File: config.mk
export PLATFORM = sky130hd
export DESIGN_NAME = wbdb_bridge
export DESIGN_NICKNAME = d
export VERILOG_FILES = /design/src/rtl/wbdb_pkg.sv /design/src/rtl/wbdb_bridge.sv /design/src/rtl/wbdb_sync.sv /design/src/rtl/wbdb_gray_next.sv
export SDC_FILE = /design/constraint.sdc
export NUM_CORES = 1
export LEC_CHECK = 0
export ABC_AREA = 1
export ABC_CLOCK_PERIOD_IN_PS = 6350
export CAP_MARGIN = 10
export CORE_UTILIZATION = 31
export DETAILED_ROUTE_END_ITERATION = 8
export DONT_BUFFER_PORTS = 1
export PLACE_DENSITY_LB_ADDON = 0.08
export SLEW_MARGIN = 20
export SYNTH_ARGS = -nofsm -noshare
export SYNTH_HDL_FRONTEND = slang
export SYNTH_SLANG_ARGS = --single-unit
File: constraint.sdc
create_clock -name clk -period 6.35 [get_ports clk]
set_input_delay 1.27 -clock clk [delete_from_list [all_inputs] [get_ports clk]]
set_output_delay 1.27 -clock clk [all_outputs]
set_load 0.02 [all_outputs]
File: src/rtl/wbdb_pkg.sv
// Constants shared by the word-to-byte DMA bridge
// Operation
// - Sequencer steps on transmit clock only while DMA strobe active.
// - Upper state bits follow four-bit Gray order, one bit per step.
// - State bit zero toggles each step: 5MHz, 50% duty, drives upper.
// - Upper state bits 1 to 4 shape the memory strobes.
// - Bus grant acknowledge registered and given out as hold grant.
// - I/O cycles: controller strobe and direction from processor strobes.
// - I/O cycles: controller ready reclocked onto processor wait.
// - DMA: drive memory request, read, store, cycle length, low address.
// - Byte transfer unstretched; word transfer becomes two byte transfers.
// - First transfer starts with the DMA strobe; store in state 1 (the code first raises store in state 3).
// - After first byte, strobes drop and low address select goes high.
// - States 6 and 7 keep strobes idle for 200ns precharge (in byte mode only request and read; store and ready stay active).
// - Second transfer starts in state 5 and raises ready.
// - Strobe drop ends ready, memory request, read and store.
// - Word read latches low byte, presents both with high byte.
// - Word write drives latched low byte first, then high byte.
// - Byte transfers enable only the lane being moved.
// - Bank register clears on reset; floats during DMA.
// - Address latched from shared lines while latch strobe high.
// - Address bit 0 reaches the bus only through the controller.
// - Interrupt, NMI and bus request lines registered before use.
package wbdb_pkg;
  localparam int CLK_PERIOD_NS = 10;
  localparam int TRANSMIT_CLOCK_PERIOD_NS = 100;
  localparam int PRECHARGE_NS = 200;
  localparam int PRECHARGE_TICKS = PRECHARGE_NS / TRANSMIT_CLOCK_PERIOD_NS;
  localparam int CPU_ADDR_W = 9;
  localparam int SYNC_W = 14;
  // Positions in the synchronised pin vector
  localparam int SI_TRANSMIT_CLOCK = 0;
  localparam int SI_DAS = 1;
  localparam int SI_RDIR = 2;
  localparam int SI_BYTE = 3;
  localparam int SI_ALE = 4;
  localparam int SI_RDY = 5;
  localparam int SI_ACK = 6;
  localparam int SI_RD = 7;
  localparam int SI_WR = 8;
  localparam int SI_PORT = 9;
  localparam int SI_FETCH = 10;
  localparam int SI_INT = 11;
  localparam int SI_NMI = 12;
  localparam int SI_HOLD = 13;
  // Port decode on processor address
  localparam int CA_A00 = 0;
  localparam int CA_SEL_LO = 6;
  localparam int CA_SEL_HI = 8;
  localparam logic [2:0] SEL_CTRL = 3'h7;
  localparam logic [2:0] SEL_BANK = 3'h6;
  // Upper state bit positions and named states
  localparam int SQ1 = 0;
  localparam int SQ2 = 1;
  localparam int SQ3 = 2;
  localparam int SQ4 = 3;
  localparam logic [3:0] ST_IDLE = 4'h0;
  localparam logic [3:0] ST_STORE1 = 4'h1;
  localparam logic [3:0] ST_SECOND = 4'h5;
  localparam logic [3:0] ST_PRE_A = 4'h6;
  localparam logic [3:0] ST_PRE_B = 4'h7;
  localparam logic [7:0] BANK_RESET = 8'h00;
  localparam logic [7:0] BYTE_ZERO = 8'h00;
endpackage : wbdb_pkg

File: src/rtl/wbdb_bridge.sv
// Word-to-byte DMA bridge: sequencer, strobes, data and address paths
`timescale 1ns/10ps
module wbdb_bridge (
  input wire logic clk,
  input wire logic reset,
  input wire logic clkEn,
  input wire logic transmitClock,
  input wire logic dmaDataStrobe,
  input wire logic ctrlReadDir,
  input wire logic byteMode,
  input wire logic addrLatchStrobe,
  input wire logic ctrlReady,
  input wire logic busGrantAck,
  input wire logic cpuRd,
  input wire logic cpuWr,
  input wire logic portCycleRequest,
  input wire logic opcodeFetchCycle,
  input wire logic intReq,
  input wire logic nmiReq,
  input wire logic holdReq,
  input wire logic [wbdb_pkg::CPU_ADDR_W-1:0] cpuAddr,
  input wire logic [3:0] ctrlAddrHigh,
  input wire logic [15:0] sharedAddressDataIn,
  output logic [15:0] sharedAddressDataOut,
  output logic [1:0] sharedAddressDataOe,
  input wire logic [7:0] cpuDataIn,
  output logic [7:0] cpuDataOut,
  output logic cpuDataOe,
  input wire logic [7:0] memDataIn,
  output logic [7:0] memDataOut,
  output logic memDataOe,
  output logic holdGrant,
  output logic stateBitZero,
  output logic [3:0] upperStateBits,
  output logic memoryRequestStrobe,
  output logic memRead,
  output logic memStore,
  output logic lowAddressSelect,
  output logic dmaReady,
  output logic ioDataStrobe,
  output logic ioCtrlRead,
  output logic cpuWait,
  output logic [15:1] dmaAddr,
  output logic [3:0] dmaAddrHigh,
  output logic [7:0] bankAddr,
  output logic bankAddrOe,
  output logic intSync,
  output logic nmiSync,
  output logic busRequestSync
);
  import wbdb_pkg::*;

  typedef struct packed {
    logic tclkPrev;
    logic dasPrev;
    logic sq0;
    logic [3:0] upper;
    logic holdGrant;
    logic memory_request_strobe;
    logic memRead;
    logic memStore;
    logic lowSel;
    logic dmaReady;
    logic ioStrobe;
    logic ioRead;
    logic cpuWait;
    logic [7:0] bankReg;
    logic bankOe;
    logic [7:0] staging;
    logic [7:0] rdLow;
    logic [7:0] wrLow;
    logic [15:1] addr;
    logic addrA00;
    logic [3:0] addrHigh;
    logic [15:0] dalOut;
    logic [1:0] dalOe;
    logic [7:0] cpuOut;
    logic cpuOe;
    logic [7:0] memOut;
    logic memOe;
    logic intS;
    logic nmiS;
    logic busReqS;
  } wbdb_main_s;

  wbdb_main_s q;
  wbdb_main_s d;
  logic [SYNC_W-1:0] pinRaw;
  logic [SYNC_W-1:0] sy;
  logic [3:0] grayNext;
  logic tick;
  logic dma_data_strobe;
  logic run;
  logic pre;
  logic csAny;
  logic csCtrl;
  logic csLow;
  logic csBank;
  logic [2:0] sel;

  always_comb begin
    pinRaw = '0;
    pinRaw[SI_TRANSMIT_CLOCK] = transmitClock;
    pinRaw[SI_DAS] = dmaDataStrobe;
    pinRaw[SI_RDIR] = ctrlReadDir;
    pinRaw[SI_BYTE] = byteMode;
    pinRaw[SI_ALE] = addrLatchStrobe;
    pinRaw[SI_RDY] = ctrlReady;
    pinRaw[SI_ACK] = busGrantAck;
    pinRaw[SI_RD] = cpuRd;
    pinRaw[SI_WR] = cpuWr;
    pinRaw[SI_PORT] = portCycleRequest;
    pinRaw[SI_FETCH] = opcodeFetchCycle;
    pinRaw[SI_INT] = intReq;
    pinRaw[SI_NMI] = nmiReq;
    pinRaw[SI_HOLD] = holdReq;
  end

  wbdb_sync #(
    .W(SYNC_W)
  ) pinSync (
    .clk(clk),
    .reset(reset),
    .clkEn(clkEn),
    .pinIn(pinRaw),
    .syncOut(sy)
  );

  wbdb_gray_next grayStep (
    .cur(q.upper),
    .nxt(grayNext)
  );

  always_comb begin
    d = q;
    dma_data_strobe = sy[SI_DAS];
    tick = sy[SI_TRANSMIT_CLOCK] & ~q.tclkPrev;
    run = q.holdGrant & dma_data_strobe;
    sel = cpuAddr[CA_SEL_HI:CA_SEL_LO];
    // Port decode is only live while the processor owns the bus
    csAny = sy[SI_PORT] & ~sy[SI_FETCH] & ~q.holdGrant;
    csCtrl = csAny & (sel == SEL_CTRL) & cpuAddr[CA_A00];
    csLow = csAny & (sel == SEL_CTRL) & ~cpuAddr[CA_A00];
    csBank = csAny & (sel == SEL_BANK);
    pre = q.upper[SQ2] & q.upper[SQ3] & ~q.upper[SQ4];
    d.tclkPrev = sy[SI_TRANSMIT_CLOCK];
    d.dasPrev = dma_data_strobe;
    d.holdGrant = sy[SI_ACK];
    d.bankOe = ~sy[SI_ACK];
    d.intS = sy[SI_INT];
    d.nmiS = sy[SI_NMI];
    d.busReqS = sy[SI_HOLD];

    // Sequencer
    if (!run) begin
      d.sq0 = 1'b0;
      d.upper = ST_IDLE;
    end else if (tick) begin
      // One upper state per transmit clock keeps the precharge gap at 200ns
      d.sq0 = ~q.sq0;
      d.upper = grayNext;
    end

    // Strobe shaping from the upper state bits
    if (q.holdGrant) begin
      d.ioStrobe = 1'b0;
      d.ioRead = 1'b0;
      d.cpuWait = 1'b0;
      if (sy[SI_BYTE]) begin
        d.dmaReady = dma_data_strobe & ~sy[SI_ALE];
        d.lowSel = q.addrA00;
        d.memStore = ~sy[SI_RDIR] & dma_data_strobe
          & (q.upper[SQ2] | q.upper[SQ3] | q.upper[SQ4]);
      end else begin
        d.dmaReady = dma_data_strobe & ((~q.upper[SQ1] & ~q.upper[SQ2] & q.upper[SQ3])
          | (~q.upper[SQ2] & q.upper[SQ3] & ~q.upper[SQ4])
          | q.upper[SQ4]);
        d.lowSel = q.upper[SQ3] | q.upper[SQ4];
        d.memStore = ~sy[SI_RDIR] & dma_data_strobe
          & ((q.upper[SQ2] & ~q.upper[SQ3] & ~q.upper[SQ4])
          | (~q.upper[SQ1] & ~q.upper[SQ2] & q.upper[SQ3])
          | (~q.upper[SQ2] & q.upper[SQ3] & q.upper[SQ4]));
      end
      // Precharge gap keeps request and read idle; strobe drop ends request, read, store and ready
      d.memory_request_strobe = dma_data_strobe & ~pre;
      d.memRead = sy[SI_RDIR] & dma_data_strobe & ~pre;
    end else begin
      d.dmaReady = 1'b0;
      d.lowSel = 1'b0;
      d.memory_request_strobe = 1'b0;
      d.memRead = 1'b0;
      d.memStore = 1'b0;
      d.ioStrobe = csCtrl & (sy[SI_RD] | sy[SI_WR]);
      d.ioRead = csCtrl & sy[SI_RD];
      d.cpuWait = csCtrl & ~sy[SI_RDY];
    end

    // Address capture from the shared lines
    if (q.holdGrant && sy[SI_ALE]) begin
      d.addr = sharedAddressDataIn[15:1];
      d.addrA00 = sharedAddressDataIn[0];
      d.addrHigh = ctrlAddrHigh;
    end

    // Data paths
    d.dalOut = '0;
    d.dalOe = 2'b00;
    d.cpuOut = BYTE_ZERO;
    d.cpuOe = 1'b0;
    d.memOut = BYTE_ZERO;
    d.memOe = 1'b0;
    if (q.holdGrant) begin
      if (dma_data_strobe && sy[SI_RDIR]) begin
        if (sy[SI_BYTE]) begin
          d.dalOut = {memDataIn, memDataIn};
          d.dalOe = q.addrA00 ? 2'b10 : 2'b01;
        end else begin
          if (!q.lowSel && q.memRead) begin
            d.rdLow = memDataIn;
          end
          d.dalOut = {memDataIn, q.rdLow};
          d.dalOe = 2'b11;
        end
      end else if (dma_data_strobe) begin
        // Low byte is caught as the strobe rises, before the bus turns
        if (!q.dasPrev) begin
          d.wrLow = sharedAddressDataIn[7:0];
        end
        d.memOe = 1'b1;
        if (sy[SI_BYTE]) begin
          d.memOut = q.addrA00 ? sharedAddressDataIn[15:8]
            : sharedAddressDataIn[7:0];
        end else if (q.lowSel) begin
          d.memOut = sharedAddressDataIn[15:8];
        end else begin
          d.memOut = q.dasPrev ? q.wrLow : sharedAddressDataIn[7:0];
        end
      end
    end else begin
      if (csLow && sy[SI_WR]) begin
        d.staging = cpuDataIn;
      end
      if (csCtrl && sy[SI_WR]) begin
        d.dalOut = {cpuDataIn, q.staging};
        d.dalOe = 2'b11;
      end
      if (csCtrl && sy[SI_RD]) begin
        d.staging = sharedAddressDataIn[7:0];
        d.cpuOut = sharedAddressDataIn[15:8];
        d.cpuOe = 1'b1;
      end
      if (csLow && sy[SI_RD]) begin
        d.cpuOut = q.staging;
        d.cpuOe = 1'b1;
      end
      if (csBank && sy[SI_WR]) begin
        d.bankReg = cpuDataIn;
      end
      if (csBank && sy[SI_RD]) begin
        d.cpuOut = q.bankReg;
        d.cpuOe = 1'b1;
      end
    end
  end

  always_ff @(posedge clk or posedge reset) begin
    if (reset) begin
      q <= '0;
      q.bankOe <= 1'b1;
    end else if (clkEn) begin
      q <= d;
    end
  end

  assign sharedAddressDataOut = q.dalOut;
  assign sharedAddressDataOe = q.dalOe;
  assign cpuDataOut = q.cpuOut;
  assign cpuDataOe = q.cpuOe;
  assign memDataOut = q.memOut;
  assign memDataOe = q.memOe;
  assign holdGrant = q.holdGrant;
  assign stateBitZero = q.sq0;
  assign upperStateBits = q.upper;
  assign memoryRequestStrobe = q.memory_request_strobe;
  assign memRead = q.memRead;
  assign memStore = q.memStore;
  assign lowAddressSelect = q.lowSel;
  assign dmaReady = q.dmaReady;
  assign ioDataStrobe = q.ioStrobe;
  assign ioCtrlRead = q.ioRead;
  assign cpuWait = q.cpuWait;
  assign dmaAddr = q.addr;
  assign dmaAddrHigh = q.addrHigh;
  assign bankAddr = q.bankReg;
  // Bank outputs float once the controller owns the bus
  assign bankAddrOe = q.bankOe;
  assign intSync = q.intS;
  assign nmiSync = q.nmiS;
  assign busRequestSync = q.busReqS;
endmodule : wbdb_bridge

File: src/rtl/wbdb_sync.sv
// Three-stage pin synchroniser with agreement filter
`timescale 1ns/10ps
module wbdb_sync #(
  parameter int W = 1
) (
  input wire logic clk,
  input wire logic reset,
  input wire logic clkEn,
  input wire logic [W-1:0] pinIn,
  output logic [W-1:0] syncOut
);
  typedef struct packed {
    logic [W-1:0] s1;
    logic [W-1:0] s2;
    logic [W-1:0] s3;
    logic [W-1:0] val;
  } wbdb_sync_s;

  wbdb_sync_s q;
  wbdb_sync_s d;

  // Only stage two feeds stage three; the filter reads stages two and three
  always_comb begin
    d = q;
    d.s1 = pinIn;
    d.s2 = q.s1;
    d.s3 = q.s2;
    for (int i = 0; i < W; i++) begin
      if (q.s2[i] == q.s3[i]) begin
        d.val[i] = q.s2[i];
      end
    end
  end

  always_ff @(posedge clk or posedge reset) begin
    if (reset) begin
      q <= '0;
    end else if (clkEn) begin
      q <= d;
    end
  end

  assign syncOut = q.val;
endmodule : wbdb_sync

File: src/rtl/wbdb_gray_next.sv
// Successor of a four-bit reflected Gray code value
`timescale 1ns/10ps
module wbdb_gray_next (
  input wire logic [3:0] cur,
  output logic [3:0] nxt
);
  logic [3:0] bin;
  logic [3:0] inc;

  always_comb begin
    bin[3] = cur[3];
    for (int i = 2; i >= 0; i--) begin
      bin[i] = bin[i+1] ^ cur[i];
    end
    inc = bin + 4'h1;
    nxt = inc ^ (inc >> 1);
  end
endmodule : wbdb_gray_next

==> metrics.csv <==
stage,metric,value,unit
outcome,status,completed,
setup_path,critPathTopFamily,buffers and inverters,
setup_path,cp.arrival,2.91,ns
setup_path,critPathLaunchType,input port,
placed_design,gp_congestion,0.800,
floorplan,rows,57,
sta,hold_viol,0,
placed_design,dp_hpwl,14100,µm
run,cap_violations,0,
setup_path,path_cells,inv_2 -> buf_4 -> o22ai_1 -> nand4_1 -> o21ai_0,
cells_and_area,fin_nets,898,
setup_path,max_stage_delay,0.60,ns
floorplan,core_area,24500,µm²
clock_tree,cts_tree,built,
sta,setup_viol,0,
clock_tree,post_cts_buffers,0,
floorplan,io_pins,143,
yosys,syn-mean-instance-area,8.48,µm²
yosys,synth_nets,981,
floorplan,dieHeight,160,µm
yosys,synth_cell_types,33,
detailed_routing,drc,0,
sta,fmax,0.381,GHz
clock_tree,cts_made_buffers,17,
placed_design,post-place-ws,3.22,ns
yosys,ys_warn_count,0,
sta,rsz0062_at_grt,false,
clock_tree,holdBufCountCts,0,
sta,timing.final.crit_share,41.3,%
detailed_routing,via_count,5656,
cells_and_area,fillers,2560,
yosys,yosys-top-cells-area,"dfrtp_1 (52%), nand2_1 (14%), buf_4 (6.4%), o21ai_0 (5.8%), inv_1 (3.6%)",
sta,period_minus_slack,2.62,ns
clock_tree,cts_resized,0,
global_route,grt_pass1_wl,32200,µm
setup_path,slowest_stage,buf_4,
placed_design,port_buffers,0,
sta,slew_headroom,37.0,%
global_route,grt_use_total,16.3,%
global_route,grt_pass1_vias,5458,
yosys,ys_async_sr_fraction,100,%
clock_tree,path_clk_slew,0.06,ns
yosys,synth_seq_area_share,52.8,%
worst_hold_path,hold_path_class,flip-flop to flip-flop,
detailed_routing,drtIter0Drc,483,
sta,drv_slew,0,
detailed_routing,ant_nets,0,
yosys,synth_edf_count,0,
clock_tree,cts_root_buffer,clkbuf_16,
cells_and_area,antenna_cells,0,
yosys,syn_area,7770,µm²
yosys,syn_inst,917,
setup_path,critical_path_class,input port to flip-flop,
sta,fin_skew,0.0117,ns
floorplan,die_area,25700,µm²
clock_tree,numClockSinks,164,
yosys,synthTopCellsByCount,"nand2_1 (300), dfrtp_1 (163), o21ai_0 (90), inv_1 (75), buf_4 (66)",
cells_and_area,drive_gt1_share,6.97,%
sta,tightest_slew,0.945,ns
detailed_routing,routed_via_density,4.83,
cells_and_area,area_growth,4.76,%
yosys,synth_top_area_share,52.5,%
yosys,yosysMostFrequentCell,nand2_1,
sta,fin_ws,3.73,ns
clock_tree,h-tree-depth,4,
yosys,synthFlopType,dfrtp_1,
setup_path,cp_max_fo,86,
global_route,antenna_found_initial,0,
detailed_routing,drt_pass1_iterations,5,
pwr,ir_drop,0.172,mV
setup_path,end_kind,flip-flop,
detailed_routing,wl,20600,µm
sta,tns,0,ns
clock_tree,clk_latency,0.42,ns
floorplan,die_w,160,µm
pwr,p_leak,0.00406,µW
setup_path,critPathRequiredTime,6.64,ns
yosys,ys_ff_latch,164,
clock_tree,clk_path_buf_depth,2,
floorplan,initial_utilization,31.8,%
pwr,power-per-cell-area,309,nW/µm²
detailed_routing,wl_per_cell,17.6,µm
yosys,synth_top_area_cell,dfrtp_1,
global_route,gr-total-overflow,0,
global_route,grt_max_degree,87,
setup_path,path_buf_inv,2,
## report_power, final
group          switching [µW]  internal, µW  leakage (µW)
registers                 111          1130       0.00221
logic                     119          58.9       0.00156
clock network             452           646      0.000297
## sequential cells by signal, indices dropped and copies added, names as in the netlist, 2 cells and up
name and flops:
bankAddr 8, upperStateBits 4, pinSync.d 28, dmaAddr 15, pinSync.q 14, sharedAddressDataOe 2
q 27, dmaAddrHigh 4, pinSync.syncOut 14, cpuDataOut 8, sharedAddressDataOut 16, memDataOut 8
## tightest hold or removal path, cell delays in order (launching register included)
cell	delay (ns)
dfrtp_1	0.34
nand2_1	0.06
nand2_1	0.04
## through the flow
| step | power, µW | util, % | hold WS, ns | instances | area (µm²) |
|---|---|---|---|---|---|
| 3_3_place_gp | 1440 | 30.8 | 0.454 | 1139 | 7520 |
| 6_report | 2520 | 33.3 | 0.470 | 1171 | 8150 |
| 5_1_grt | 2640 | 33.3 | 0.491 | 1171 | 8150 |
| 4_1_cts | 2560 | 33.3 | 0.475 | 1171 | 8150 |
| 2_1_floorplan | 1430 | - | 0.441 | 917 | 7770 |
| 3_5_place_dp | 1450 | 30.8 | 0.458 | 1139 | 7520 |
## final timing paths
kind                               start                 to  slack (ns)  depth (start not counted)
min                        pinSync.d[41]      pinSync.d[41]        0.47                          2
max reg2reg                    holdGrant              q[80]        4.07                          7
min reg2reg                pinSync.d[41]      pinSync.d[41]        0.47                          2
max                                clkEn  upperStateBits[1]        3.73                          5
min in group asynchronous          reset            intSync        0.74                          1
max in group asynchronous          reset          holdGrant        4.32                          2
## per-layer routing
metal  track usage [%]  wire (µm)
met3              5.01       1370
met5                 0          0
met4              5.58        342
met2              25.3       9510
met1              21.5       9410
## logic make-up after synthesis
family	Yosys count	synth area share, %
buf+inv	186	12.8
compound gates	161	11.5
flops	164	52.8
fa+ha+maj	2	0.322
mux	4	0.579
simple gates	400	22.0
## cells in the final DEF (no fill, tap or decap), types with 3 or more instances in the layout
master	count
buf_4	4
a22oi_1	24
clkinvlp_4	3
a21oi_1	13
dfrtp_1	163
nand3_1	37
nand2_2	3
o21ai_1	24
o21ai_0	90
bufinv_16	3
mux2_2	4
nand2_1	300
nand3_2	3
clkbuf_16	17
clkinv_1	3
nand4_1	27
nor2_4	3
inv_6	5
inv_1	73
nor2_1	19
o211ai_1	3
## area by class of cell
cell class | count | area [µm²] | share of cell area (%)
clock inverters | 13 | 170 | 2.09
clock buffers | 19 | 453 | 5.56
well taps | 324 | 405 | 4.98
inverters | 80 | 307 | 3.76
flip-flops and latches | 164 | 4110 | 50.4
repair buffers | 4 | 30.0 | 0.369
multi-input cells | 567 | 2680 | 32.8
Power figures use the tool's default switching activity.
